===== config.mk =====
export PLATFORM = sky130hd
export DESIGN_NAME = swc_sweep_ctrl
export DESIGN_NICKNAME = d
export VERILOG_FILES = /design/src/rtl/swc_sweep_ctrl.v
export VERILOG_INCLUDE_DIRS = /design/src /design/src/rtl
export SDC_FILE = /design/constraint.sdc
export NUM_CORES = 1
export LEC_CHECK = 0
export ABC_AREA = 1
export BUFFER_PORTS_ARGS = -buffer_cell sky130_fd_sc_hd__buf_4
export CORE_AREA = 2 2 210 232
export DETAILED_ROUTE_END_ITERATION = 10
export DIE_AREA = 0 0 212 234
export GPL_TIMING_DRIVEN = 1
export PLACE_DENSITY = 0.82
export SKIP_LAST_GASP = 1
export SYNTH_ARGS = -nofsm -noshare
export SYNTH_HDL_FRONTEND = slang
export SYNTH_SLANG_ARGS = --single-unit
export TNS_END_PERCENT = 10

===== constraint.sdc =====
create_clock -name clk_sys -period 4.9 [get_ports clk_sys]
set_input_delay 0.245 -clock clk_sys [delete_from_list [all_inputs] [get_ports clk_sys]]
set_output_delay 0.245 -clock clk_sys [all_outputs]
set_load 0.01 [all_outputs]

===== src/rtl/swc_defs.vh =====
// constants for the sweep and output command controller
`ifndef SWC_DEFS_VH
`define SWC_DEFS_VH
// register offsets (word index on the plain register port)
`define SWC_OFF_CMD 4'h0
`define SWC_OFF_ARG_LO 4'h1
`define SWC_OFF_ARG_HI 4'h2
`define SWC_OFF_STATE 4'h3
`define SWC_OFF_START 4'h4
`define SWC_OFF_STOP 4'h5
`define SWC_OFF_TIME 4'h6
`define SWC_OFF_FREQ 4'h7
`define SWC_OFF_CFG 4'h8
`define SWC_OFF_STATUS 4'h9
`define SWC_OFF_STORE 4'hA
// command codes written to the command register
`define SWC_CMD_ROUTE 8'h01
`define SWC_CMD_LOCKOUT 8'h02
`define SWC_CMD_PRESET 8'h03
`define SWC_CMD_REARM 8'h04
`define SWC_CMD_CONT 8'h05
`define SWC_CMD_SHAPE 8'h06
`define SWC_CMD_END_FREQ 8'h07
`define SWC_CMD_STORE 8'h08
`define SWC_CMD_BEGIN_FREQ 8'h09
`define SWC_CMD_DURATION 8'h0A
`define SWC_CMD_DUR_QUERY 8'h0B
`define SWC_CMD_FREQ_SET 8'h0C
`define SWC_CMD_SINGLE 8'h0D
`define SWC_CMD_TRIGGER 8'h0E
`define SWC_CMD_XFER_MODE 8'h0F
`define SWC_CMD_ENHANCE 8'h10
// reset values: frequencies in Hz, sweep time in ms
`define SWC_RST_FREQ 32'h000003E8
`define SWC_RST_START 32'h000F4240
`define SWC_RST_STOP 32'h00989680
`define SWC_RST_TIME 32'h000003E8
`define SWC_MAX_FREQ 32'h01406F3F
`define SWC_MAX_TIME 32'h000F4240
`define SWC_RST_ROUTE 2'h1
`define SWC_RST_SHAPE 2'h1
// status byte: preset clears bits 0,1,2,3,5 and 6
`define SWC_STB_ERR 0
`define SWC_STB_STOP 1
`define SWC_STB_START 2
`define SWC_STB_SWEEP 5
`define SWC_STB_PRESET_KEEP 8'hB0
// one ms tick at 100 MHz
`define SWC_MS_CYCLES 17'h186A0
`endif


===== src/rtl/swc_sweep_ctrl.v =====
// sweep and output command controller
//
// Overview of operation
// - route command: 1 selects front connector, 2 rear; preset is front.
// - serial lockout command enters remote with local lockout.
// - preset returns table settings to reset values; frequency 1000 Hz.
// - preset leaves the data transfer mode untouched.
// - preset clears status bits 0, 1, 2, 3 and 6; the controller also clears bit 5, the sweep bit.
// - preset keeps stores, mask, enhance mode and other listed items.
// - rearm command enters sweep-reset at start frequency.
// - continuous command starts repeating sweeps, or stops a running one.
// - a frequency set while sweeping stops the sweep.
// - shape command: 1 linear, 2 log, 3 discrete; preset linear.
// - stop frequency up to about 21 MHz; preset 10 MHz.
// - start frequency preset 1 MHz.
// - store copies the current setup into location 0 to 9.
// - single sweep from idle enters sweep-reset at start, no sweep.
// - single sweep in sweep-reset runs exactly one sweep.
// - single sweep while sweeping stops the sweep.
// - sweep time preset 1.0 s.
// - duration query and empty duration set report the sweep time.
// - sweep time accepted from zero up to 1000 s.
//
// The strobed register port and the register offsets were chosen for this implementation.
`timescale 1ns/100ps
`default_nettype none
`include "swc_defs.vh"

module swc_sweep_ctrl #(
	parameter MS_CYCLES = `SWC_MS_CYCLES,
	parameter STEP_HZ = 32'h00000064,
	parameter LOCS = 10
) (
	// clock and reset
	input wire clk_sys,
	input wire rst,
	// register port
	input wire [3:0] reg_addr,
	input wire [31:0] reg_wdata,
	input wire reg_wr,
	input wire reg_rd,
	output reg [31:0] reg_rdata,
	// sweep and output hardware
	output reg [31:0] out_freq,
	output reg rear_sel,
	output reg [1:0] sweep_shape,
	output reg sweep_active,
	output reg remote_locked,
	output reg [7:0] status_byte,
	output reg time_report
);

	// one-hot sweep states
	localparam ST_IDLE = 3'b001;
	localparam ST_RESET = 3'b010;
	localparam ST_SWEEP = 3'b100;

	// sweep state and argument latch
	reg [2:0] state_reg;
	reg cont_reg;
	reg [31:0] arg_reg;
	reg arg_empty_reg;
	// sweep settings
	reg [31:0] start_reg;
	reg [31:0] stop_reg;
	reg [31:0] time_reg;
	// output selection and host modes
	reg [1:0] route_reg;
	reg [1:0] shape_reg;
	reg [1:0] xfer_mode_reg;
	reg enhance_reg;
	// ms divider and store readback pointer
	reg [16:0] tick_cnt_reg;
	reg [3:0] store_ptr_reg;
	// ten stored setups: route, shape, start, stop, time
	reg [99:0] store_mem [0:LOCS-1];

	// command decode and sweep stepping
	wire cmd_wr;
	wire [7:0] cmd;
	wire ms_tick;
	wire [31:0] next_freq;
	wire at_end;

	assign cmd_wr = reg_wr && (reg_addr == `SWC_OFF_CMD);
	assign cmd = reg_wdata[7:0];
	assign ms_tick = (tick_cnt_reg == MS_CYCLES[16:0] - 17'h00001);
	// step once per ms; clamp so a coarse step never overshoots stop
	assign next_freq = (out_freq + STEP_HZ >= stop_reg) ? stop_reg :
		out_freq + STEP_HZ;
	// also catches a stop lowered below the output mid-sweep
	assign at_end = (out_freq >= stop_reg);

	// millisecond enable divider, runs only while sweeping
	always @(posedge clk_sys) begin
		if (rst || !sweep_active || ms_tick) begin
			tick_cnt_reg <= 17'h00000;
		end else begin
			tick_cnt_reg <= tick_cnt_reg + 17'h00001;
		end
	end

	// command interpreter and sweep state machine
	always @(posedge clk_sys) begin
		time_report <= 1'b0;
		if (rst) begin
			// controller state and argument latch
			state_reg <= ST_IDLE;
			cont_reg <= 1'b0;
			arg_reg <= 32'h00000000;
			arg_empty_reg <= 1'b1;
			// sweep settings at their preset values
			start_reg <= `SWC_RST_START;
			stop_reg <= `SWC_RST_STOP;
			time_reg <= `SWC_RST_TIME;
			route_reg <= `SWC_RST_ROUTE;
			shape_reg <= `SWC_RST_SHAPE;
			// host modes; only a power-on reset touches these
			xfer_mode_reg <= 2'h0;
			enhance_reg <= 1'b0;
			store_ptr_reg <= 4'h0;
			// output pins
			out_freq <= `SWC_RST_FREQ;
			rear_sel <= 1'b0;
			sweep_shape <= `SWC_RST_SHAPE;
			sweep_active <= 1'b0;
			remote_locked <= 1'b0;
			status_byte <= 8'h00;
		end else begin
			// status read clears event bits first, so a later set wins
			if (reg_rd && reg_addr == `SWC_OFF_STATUS && !cmd_wr) begin
				status_byte[`SWC_STB_ERR] <= 1'b0;
				status_byte[`SWC_STB_STOP] <= 1'b0;
				status_byte[`SWC_STB_START] <= 1'b0;
			end
			// argument register; a write marks it as supplied
			if (reg_wr && reg_addr == `SWC_OFF_ARG_LO) begin
				arg_reg <= reg_wdata;
				arg_empty_reg <= 1'b0;
			end
			// sweep progress on the ms enable
			if (state_reg == ST_SWEEP && ms_tick) begin
				// stop reached on this tick
				if (at_end) begin
					status_byte[`SWC_STB_STOP] <= 1'b1;
					// continuous sweeps restart; single ones end
					if (cont_reg) begin
						out_freq <= start_reg;
					end else begin
						state_reg <= ST_IDLE;
						sweep_active <= 1'b0;
						status_byte[`SWC_STB_SWEEP] <= 1'b0;
					end
				end else begin
					out_freq <= next_freq;
				end
			end
			// one command per strobe; the argument is used up
			if (cmd_wr) begin
				arg_empty_reg <= 1'b1;
				case (cmd)
				// connector select
				`SWC_CMD_ROUTE: begin
					if (arg_reg == 32'h1 || arg_reg == 32'h2) begin
						route_reg <= arg_reg[1:0];
						rear_sel <= arg_reg[1];
					end else begin
						// any other digit is refused
						status_byte[`SWC_STB_ERR] <= 1'b1;
					end
				end
				// lockout sticks until power-on reset
				`SWC_CMD_LOCKOUT: begin
					remote_locked <= 1'b1;
				end
				// preset: table settings only
				`SWC_CMD_PRESET: begin
					// xfer mode, enhance, stores kept
					state_reg <= ST_IDLE;
					cont_reg <= 1'b0;
					// sweep settings back to preset
					start_reg <= `SWC_RST_START;
					stop_reg <= `SWC_RST_STOP;
					time_reg <= `SWC_RST_TIME;
					// outputs back to preset
					out_freq <= `SWC_RST_FREQ;
					route_reg <= `SWC_RST_ROUTE;
					rear_sel <= 1'b0;
					shape_reg <= `SWC_RST_SHAPE;
					sweep_shape <= `SWC_RST_SHAPE;
					sweep_active <= 1'b0;
					status_byte <= status_byte & `SWC_STB_PRESET_KEEP
						& 8'hDF;
				end
				// rearm drops any sweep, single or continuous
				`SWC_CMD_REARM: begin
					state_reg <= ST_RESET;
					cont_reg <= 1'b0;
					out_freq <= start_reg;
					sweep_active <= 1'b0;
					status_byte[`SWC_STB_SWEEP] <= 1'b0;
				end
				// continuous sweep toggles run and stop
				`SWC_CMD_CONT: begin
					// a running sweep stops and does not restart
					if (state_reg == ST_SWEEP) begin
						state_reg <= ST_IDLE;
						sweep_active <= 1'b0;
						status_byte[`SWC_STB_SWEEP] <= 1'b0;
						status_byte[`SWC_STB_STOP] <= 1'b1;
					end else begin
						// repeat from the start frequency
						state_reg <= ST_SWEEP;
						cont_reg <= 1'b1;
						out_freq <= start_reg;
						sweep_active <= 1'b1;
						status_byte[`SWC_STB_SWEEP] <= 1'b1;
						status_byte[`SWC_STB_START] <= 1'b1;
					end
				end
				// single sweep steps through arm, run, stop
				`SWC_CMD_SINGLE, `SWC_CMD_TRIGGER: begin
					// trigger relies on host setup
					if (cmd == `SWC_CMD_TRIGGER && !enhance_reg) begin
						status_byte[`SWC_STB_ERR] <= 1'b1;
					end else begin
						case (state_reg)
						// first press only arms
						ST_IDLE: begin
							state_reg <= ST_RESET;
							out_freq <= start_reg;
						end
						// armed: run exactly one sweep
						ST_RESET: begin
							state_reg <= ST_SWEEP;
							cont_reg <= 1'b0;
							sweep_active <= 1'b1;
							status_byte[`SWC_STB_SWEEP] <= 1'b1;
							status_byte[`SWC_STB_START] <= 1'b1;
						end
						// running: stop and stay stopped
						ST_SWEEP: begin
							state_reg <= ST_IDLE;
							sweep_active <= 1'b0;
							status_byte[`SWC_STB_SWEEP] <= 1'b0;
							status_byte[`SWC_STB_STOP] <= 1'b1;
						end
						// not one-hot: fall back to idle
						default: begin
							state_reg <= ST_IDLE;
						end
						endcase
					end
				end
				// sweep shape select
				`SWC_CMD_SHAPE: begin
					if (arg_reg >= 32'h1 && arg_reg <= 32'h3) begin
						shape_reg <= arg_reg[1:0];
						sweep_shape <= arg_reg[1:0];
					end else begin
						// codes outside 1 to 3 are refused
						status_byte[`SWC_STB_ERR] <= 1'b1;
					end
				end
				// stop frequency, range checked
				`SWC_CMD_END_FREQ: begin
					if (arg_reg <= `SWC_MAX_FREQ) begin
						stop_reg <= arg_reg;
					end else begin
						// old stop kept
						status_byte[`SWC_STB_ERR] <= 1'b1;
					end
				end
				// start frequency, same range as stop
				`SWC_CMD_BEGIN_FREQ: begin
					if (arg_reg <= `SWC_MAX_FREQ) begin
						start_reg <= arg_reg;
					end else begin
						// old start kept
						status_byte[`SWC_STB_ERR] <= 1'b1;
					end
				end
				// sweep time in ms
				`SWC_CMD_DURATION: begin
					// no argument since the last command: report
					if (arg_empty_reg) begin
						time_report <= 1'b1;
					end else if (arg_reg <= `SWC_MAX_TIME) begin
						time_reg <= arg_reg;
					end else begin
						status_byte[`SWC_STB_ERR] <= 1'b1;
					end
				end
				// query only pulses the report strobe
				`SWC_CMD_DUR_QUERY: begin
					time_report <= 1'b1;
				end
				// fixed frequency overrides any sweep
				`SWC_CMD_FREQ_SET: begin
					out_freq <= arg_reg;
					// an armed sweep is dropped as well
					if (state_reg != ST_IDLE) begin
						state_reg <= ST_IDLE;
						sweep_active <= 1'b0;
						status_byte[`SWC_STB_SWEEP] <= 1'b0;
						status_byte[`SWC_STB_STOP] <= 1'b1;
					end
				end
				// store location pointer; the copy is below
				`SWC_CMD_STORE: begin
					if (arg_reg < LOCS) begin
						store_ptr_reg <= arg_reg[3:0];
					end else begin
						status_byte[`SWC_STB_ERR] <= 1'b1;
					end
				end
				// transfer mode survives preset
				`SWC_CMD_XFER_MODE: begin
					xfer_mode_reg <= arg_reg[1:0];
				end
				// enhancements gate the trigger start
				`SWC_CMD_ENHANCE: begin
					enhance_reg <= arg_reg[0];
				end
				// unknown command code
				default: begin
					status_byte[`SWC_STB_ERR] <= 1'b1;
				end
				endcase
			end
		end
	end

	// setup store; memory is not reset, so preset cannot touch it
	always @(posedge clk_sys) begin
		if (!rst && cmd_wr && cmd == `SWC_CMD_STORE && arg_reg < LOCS) begin
			store_mem[arg_reg[3:0]] <= {route_reg, shape_reg, start_reg,
				stop_reg, time_reg};
		end
	end

	// read data, one cycle after the strobe
	always @(posedge clk_sys) begin
		if (rst) begin
			reg_rdata <= 32'h00000000;
		end else if (reg_rd) begin
			case (reg_addr)
			// argument and state words
			`SWC_OFF_ARG_LO: reg_rdata <= arg_reg;
			`SWC_OFF_STATE: reg_rdata <= {24'h000000, cont_reg,
				enhance_reg, xfer_mode_reg, 1'b0, state_reg};
			// sweep settings
			`SWC_OFF_START: reg_rdata <= start_reg;
			`SWC_OFF_STOP: reg_rdata <= stop_reg;
			`SWC_OFF_TIME: reg_rdata <= time_reg;
			// live output and configuration
			`SWC_OFF_FREQ: reg_rdata <= out_freq;
			`SWC_OFF_CFG: reg_rdata <= {27'h0000000, remote_locked,
				shape_reg, route_reg};
			// event bits are cleared by the main process
			`SWC_OFF_STATUS: reg_rdata <= {24'h000000, status_byte};
			// only the time field of a stored setup is visible
			`SWC_OFF_STORE: reg_rdata <= store_mem[store_ptr_reg][31:0];
			default: reg_rdata <= 32'h00000000;
			endcase
		end else begin
			// read data rest at zero between reads
			reg_rdata <= 32'h00000000;
		end
	end

endmodule
`default_nettype wire


==> impl_metrics.yaml, run 1 <==
outcome:
  outcome: "finished, final reports clean"
detailed_routing:
  num_vias: 23660
  wire_per_inst_microns: 22.29
  first_pass_iters: 6
  drt-total-wl_mm: 84.53
  drt_iter0_drc: 3185
  postRouteAntennaNets: 0
  viasPerCell: 6.237
  drcViolationCount: 0
power:
  switching_share_pct: 21.30
  power.internal_uw: 7569
  p_per_area_nw_per_um2: 319.9
  p_sw_uw: 2048
  p_seq_share_pct: 51.0
  clockPowerShare_pct: 46.6
  peakVddDrop_v: 0.0002660
  p_leak_uw: 0.01145
  pwr-share-comb_pct: 2.5
layout:
  largest_reg_flops: 320
  drive_gt1_share_pct: 10.58
  area_growth_pct: 12.90
  diodes: 0
  final_nets: 3206
grt:
  grt_pass1_wl_mm: 129.0
  grt_max_degree: 111
  antenna_found_initial: 0
  overflow: 0
  gr-usage-all-layers_pct: 33.82
  first_global_vias: 22490
synth:
  synth_compound_area_share_pct: 17.85
  synth_area_leaders: "edfxtp_1, dfxtp_1, nand2_1"
  synth-edff-count: 320
  synth.avg_cell_area_sq_um: 8.755
  synth.most_common_cell: "nand2_1"
  synth_xor_area_share_pct: 0.5591
  async_flop_share_pct: 0
  ys.flop_type: "edfxtp_1"
  synth_top_area_share_pct: 36.08
  syn_inst: 3042
  syn-cell-area_sq_um: 26630
  muxShareOfSynthArea_pct: 0
  netlist-cell-type-count: 54
  yosysSeqAreaShare_pct: 53.82
  synth_top_family_by_area: "compound AO/OA/AOI/OAI gates"
  synth_fa_ha_area_share_pct: 3.007
  synthTopCellsByCount: "nand2_1, edfxtp_1, o21ai_0"
  ys_warn_count: 0
  synth-simple-area-share_pct: 17.56
  yosys.area.top_type: "edfxtp_1"
  synth-seq-cells: 556
die:
  core_area_sq_um: 47400
  chipWidth_microns: 212
  rows: 84
  die_h_microns: 234
  start_util_pct: 56.18
  die-area_sq_um: 49610
  io_pins: 118
sta:
  setup_tns_ns: 0
  setup_violations: 0
  fin_crit_sh_pct: 85.75
  hold_violations: 0
  slew_viol_final: 0
  relSlewSlack_pct: 19.91
  rsz0062_at_grt: "no"
  layout_setup_ws_ns: 0.6981
  worst_pin_slew_ns: 1.201
  fmax_mhz: 238.0
  skew_ns: 0.02104
  layout_min_cycle_time_ns: 4.202
setup_path:
  crit_type: "reg2reg"
  crit_top_cell: "nand2_1"
  rr_worst_depth: 22
  critical_path.max_stage_delay_ns: 0.49
  required_ns: 5.40
  arrival_ns: 4.70
  path_cells: "ha_1 > nand2_1 > nand2_1 > nand2_1 > nor2_1 > nand3_1 > o21ai_0 > inv_1 > ha_1 > nand2_1 > nor2_1 > nand4_1 > nor2_1 > nand4_2 > buf_4 > nand3_1 > buf_4 > nand2_1 > o21ai_0 > o21ai_1 > nand2_1 > nand2_1"
  r2r-start: "out_freq[2]$_SDFF_PP0_"
  crit_start: "out_freq[2]$_SDFF_PP0_"
  reg2reg_slack_ns: 0.70
  path_max_fanout: 38
  r2r_end: "out_freq[9]$_SDFF_PP1_"
  critPathLaunchType: "flop"
  cp-end-kind: "flop"
  critPathSlowestCell: "dfxtp_1"
clocking:
  clock_latency_ns: 0.62
  cts_tree: "built"
  cts_made_buffers: 54
  clock-sinks: 556
  cts_buffer_depth: 3
  cts_root_buf: "clkbuf_16"
  htree_levels: 2
  clkTransAtPathRegs_ns: 0.06
  ctsResizeCount: 0
worst_hold_path:
  hold_depth: 3
  hold_path_class: "in2reg"
  holdPathEnd: "arg_reg[21]$_SDFFE_PP0P_"
  min_from: "reg_wdata[21]"
flow_run:
  cap_violations: 0
placed_design:
  dp_hpwl_mm: 56.16
  gp_congestion: 0.9959
  dp_slack_ns: 0.7807
  port_buffers: 113
## layer usage
metal / share of wire [%] / GRT usage, % / wire [microns]
met1: 38 / 44.67 / 32180
met3: 11 / 6.160 / 9230
met5: 0 / 0 / 0
met2: 46 / 53.94 / 39010
met4: 4.9 / 16.59 / 4107
## how the worst max path moves through the flow
stage                                      endpoint  slack [ns]  depth (start not counted)
after detailed placement     out_freq[0]$_SDFF_PP0_        0.78                         22
after global routing        out_freq[25]$_SDFF_PP0_        0.40                         22
after floorplan           store_mem[5][0]$_DFFE_PP_        0.89                          9
after global placement      out_freq[17]$_SDFF_PP0_        0.97                         21
after CTS                    out_freq[0]$_SDFF_PP0_        0.74                         22
final                        out_freq[9]$_SDFF_PP1_        0.70                         22
## per-stage QoR
stage | utilization (%) | instance area (sq um) | cells | power [uW] | hold slack (ns)
after detailed placement | 58.97 | 27950 | 3673 | 5217 | 0.4286
after floorplan | - | 26640 | 3045 | 5116 | 0.3727
final | 63.43 | 30070 | 3793 | 9617 | 0.02841
after global placement | 58.97 | 27950 | 3673 | 5215 | 0.4262
after global routing | 63.43 | 30070 | 3793 | 9807 | 0.03956
after CTS | 63.43 | 30070 | 3793 | 9605 | 0.01130
## cells in the final DEF (no fill, tap or decap), drive strengths merged, types with 6 or more instances in the layout
cell         Yosys  final
nand3          123    123
dfxtp          236    236
xor2            17     17
nor3            68     68
bufinv           0      6
a31oi            9      9
nand4           49     49
edfxtp         320    320
o211ai          15     15
inv            300    302
nor2           313    313
nor4             8      8
a21oi          286    286
o21ai          327    327
a211oi          21     21
ha              64     64
dlygate4sd3      0     18
nand2          528    528
buf             55    157
clkbuf         119     68
clkinv           5     27
o22ai           89     89
o221ai          53     53
a221oi           9      9
## critical path, delay by kind of cell (launching register included)
| kind | cells | cell delay (ns) |
|---|---|---|
| and+or+nand+nor | 14 | 1.89 |
| buffers and inverters | 3 | 0.69 |
| adders and majority gates | 2 | 0.50 |
| DFF | 1 | 0.49 |
| AOI/OAI and AO/OA | 3 | 0.49 |
## cell type report
class | count | area [sq um]
well taps | 645 | 807.0
clock inverters | 34 | 360.3
flip-flops and latches | 556 | 14340
inverters | 305 | 1146
multi-input cells | 2010 | 10470
clock buffers | 68 | 1573
fillers | 3740 | 17330
repair buffers | 175 | 1371
## kinds of logic (layout without fill, tap and decap cells)
logic type,Yosys count,after routing
adders and majority gates,64,64
other,1,4
xor gates and xnor gates,17,17
DFF,556,556
and+or+nand+nor,1096,1096
buffers and inverters,479,582
AOI/OAI and AO/OA,829,829
## power by group through the flow
stage	registers (uW)	logic (uW)	clock network [uW]
floorplan	5000	115	0
global placement	5000	211	0
detailed placement	5000	213	0
CTS	4900	225	4480
global route	4900	245	4660
finish	4900	236	4480
## what timing repair did
item | 4_1_cts | 5_1_grt
hold buffers | 18 | 0
hold endpoints to repair | 19 | 0
setup buffers | 0 | 0
No activity file was read; power rests on OpenSTA's default activity.
==> run 2, diff against run 1 <==
--- a/config.mk
+++ b/config.mk
@@ -12,7 +12,7 @@
 export DETAILED_ROUTE_END_ITERATION = 10
 export DIE_AREA = 0 0 212 234
 export GPL_TIMING_DRIVEN = 1
-export PLACE_DENSITY = 0.82
+export PLACE_DENSITY = 0.83
 export SKIP_LAST_GASP = 1
 export SYNTH_ARGS = -nofsm -noshare
 export SYNTH_HDL_FRONTEND = slang
==> run 2 against run 1 <==
Effect of this change:
- the run now ends with negative hold slack left
- combinational power rose by 3%
- via count rose by 0.55%
- worst setup slack improved by 0.15 ns
- final area barely moved
- final cell count rose by 0.21%
- critical path depth shrank 1
- clock skew up 0.00088 ns
- utilization increased by 0.055 points
- sequential power hardly changed
- count of clock-buffer cells in the layout rose by 6
- largest cell class unchanged
==> impl_metrics.yaml, run 2 (synthesis results as in run 1) <==
layout:
  final_nets: 3219
  fillCellCount: 3825
  mostFrequentLayoutCells: "nand2_1, edfxtp_1, o21ai_0"
  diodes: 0
  area_growth_pct: 13.00
  stdcell_area_sq_um: 30090
  drive_gt1_share_pct: 10.33
  largest_reg_flops: 320
  final_common_cell: "nand2_1"
clocking:
  htree_levels: 2
  ctsResizeCount: 0
  cts_tree: "built"
  cts_made_buffers: 53
  cts_root_buf: "clkbuf_16"
  clkTransAtPathRegs_ns: 0.06
  clock-sinks: 556
  cts_buffer_depth: 3
  clock_latency_ns: 0.61
detailed_routing:
  postRouteAntennaNets: 0
  viasPerCell: 6.258
  drt_iter0_drc: 3146
  wire_per_inst_microns: 22.26
  drcViolationCount: 0
  drt-total-wl_mm: 84.61
  first_pass_iters: 6
  num_vias: 23790
sta:
  worst_pin_slew_ns: 1.206
  layout_setup_ws_ns: 0.8514
  setup_violations: 0
  relSlewSlack_pct: 17.49
  setup_tns_ns: 0
  fmax_mhz: 247.0
  hold_ws_ns: -0.01207
  rsz0062_at_grt: "no"
  fin_crit_sh_pct: 82.62
  skew_ns: 0.02192
  layout_min_cycle_time_ns: 4.049
  hold_violations: 1
  slew_viol_final: 0
setup_path:
  critical_path.max_stage_delay_ns: 0.43
  cp_num_buf_inv: 2
  crit_type: "reg2reg"
  cp_top_family: "simple AND/OR/NAND/NOR gates"
  required_ns: 5.35
  path_max_fanout: 38
  arrival_ns: 4.50
  critPathLaunchType: "flop"
  crit_top_cell: "nand2_1"
  path_cells: "ha_1 > nand2_1 > nand2_1 > nand2_1 > nor2_1 > nand3_1 > o21ai_0 > inv_1 > ha_1 > nand2_1 > nor2_1 > nand4_1 > nor2_1 > nand4_2 > nand3_1 > buf_4 > nand2_1 > nand3_1 > nand2_1 > nand2_1 > a21oi_1"
  cp-end-kind: "flop"
  critPathSlowestCell: "nor2_1"
placed_design:
  dp_slack_ns: 0.9244
  port_buffers: 113
  postPlaceCellArea_sq_um: 27960
  dp_hpwl_mm: 56.56
  gp_congestion: 0.9776
worst_hold_path:
  hold_path_class: "in2reg"
grt:
  grtUsageMet2_pct: 53.88
  antenna_found_initial: 1
  gr-usage-all-layers_pct: 33.85
  overflow: 0
  grt_util_met3_pct: 7.366
  grtUsageMet1_pct: 44.48
  first_global_vias: 22630
  grt_busiest_layer: "met2"
  grt_max_degree: 93
  grt_pass1_wl_mm: 129.0
die:
  die-area_sq_um: 49610
  core_area_sq_um: 47400
  chipWidth_microns: 212
  rows: 84
  start_util_pct: 56.18
  io_pins: 118
  die_h_microns: 234
power:
  clockPowerShare_pct: 45.8
  p_leak_uw: 0.01146
  p_seq_share_pct: 51.6
  switching_share_pct: 20.69
  pwr-share-comb_pct: 2.6
  p_per_area_nw_per_um2: 315.5
  p_sw_uw: 1965
  peakVddDrop_v: 0.0002547
  power.internal_uw: 7530
  power_uw: 9495
flow_run:
  cap_violations: 0
outcome:
  violations: "negative hold slack"
  outcome: "complete, but fails checks"
run 2: final timing paths:
check | start | end | slack [ns] | cells past startpoint
max | out_freq[2]$_SDFF_PP0_ | out_freq[28]$_SDFF_PP0_ | 0.85 | 21
min | reg_wdata[21] | arg_reg[21]$_SDFFE_PP0P_ | -0.01 | 3
max reg2reg | out_freq[2]$_SDFF_PP0_ | out_freq[28]$_SDFF_PP0_ | 0.85 | 21
min reg2reg | stop_reg[29]$_SDFFE_PP0P_ | stop_reg[29]$_SDFFE_PP0P_ | 0.44 | 2
run 2: worst min-delay path, delay by kind of cell:
family | cells | cell delay [ns]
AO/OA/AOI/OAI | 2 | 0.23
buffers and inverters | 1 | 0.09
run 2: stage by stage:
step	utilization, %	instances	hold slack [ns]
2_1_floorplan	-	3045	0.3727
3_3_place_gp	58.99	3676	0.4254
5_1_grt	63.49	3801	0.006955
6_report	63.49	3801	-0.01207
4_1_cts	63.49	3801	0.009732
3_5_place_dp	58.99	3676	0.4289
run 2: area by class of cell:
type                       count  area, sq um  area share, %
clock buffer                  74         1539          5.114
clock inverter                22        301.5          1.002
inverter                     305         1146          3.809
multi-input combinational   2010        10470          34.78
sequential                   556        14340          47.65
tap                          645        807.0          2.682
timing repair buffer         189         1491          4.956
run 2: power by group through the flow:
stage               combinational, uW  clock [uW]  sequential (uW)
floorplan                         115           0             5000
global placement                  211           0             5000
detailed placement                212           0             5000
finish                            242        4350             4900
CTS                               232        4350             4900
global route                      252        4510             4900
run 2: what timing repair did:
action,in CTS,in global routing
setup buffers,0,0
hold buffers,29,0
hold endpoints to repair,36,0
run 2: layer usage:
layer / vias up / part of all wire (%)
li1: 10720 / -
met1: 11270 / 38
met2: 1554 / 46
met3: 237 / 12
met4: 2 / 4.0
met5: - / 0.019
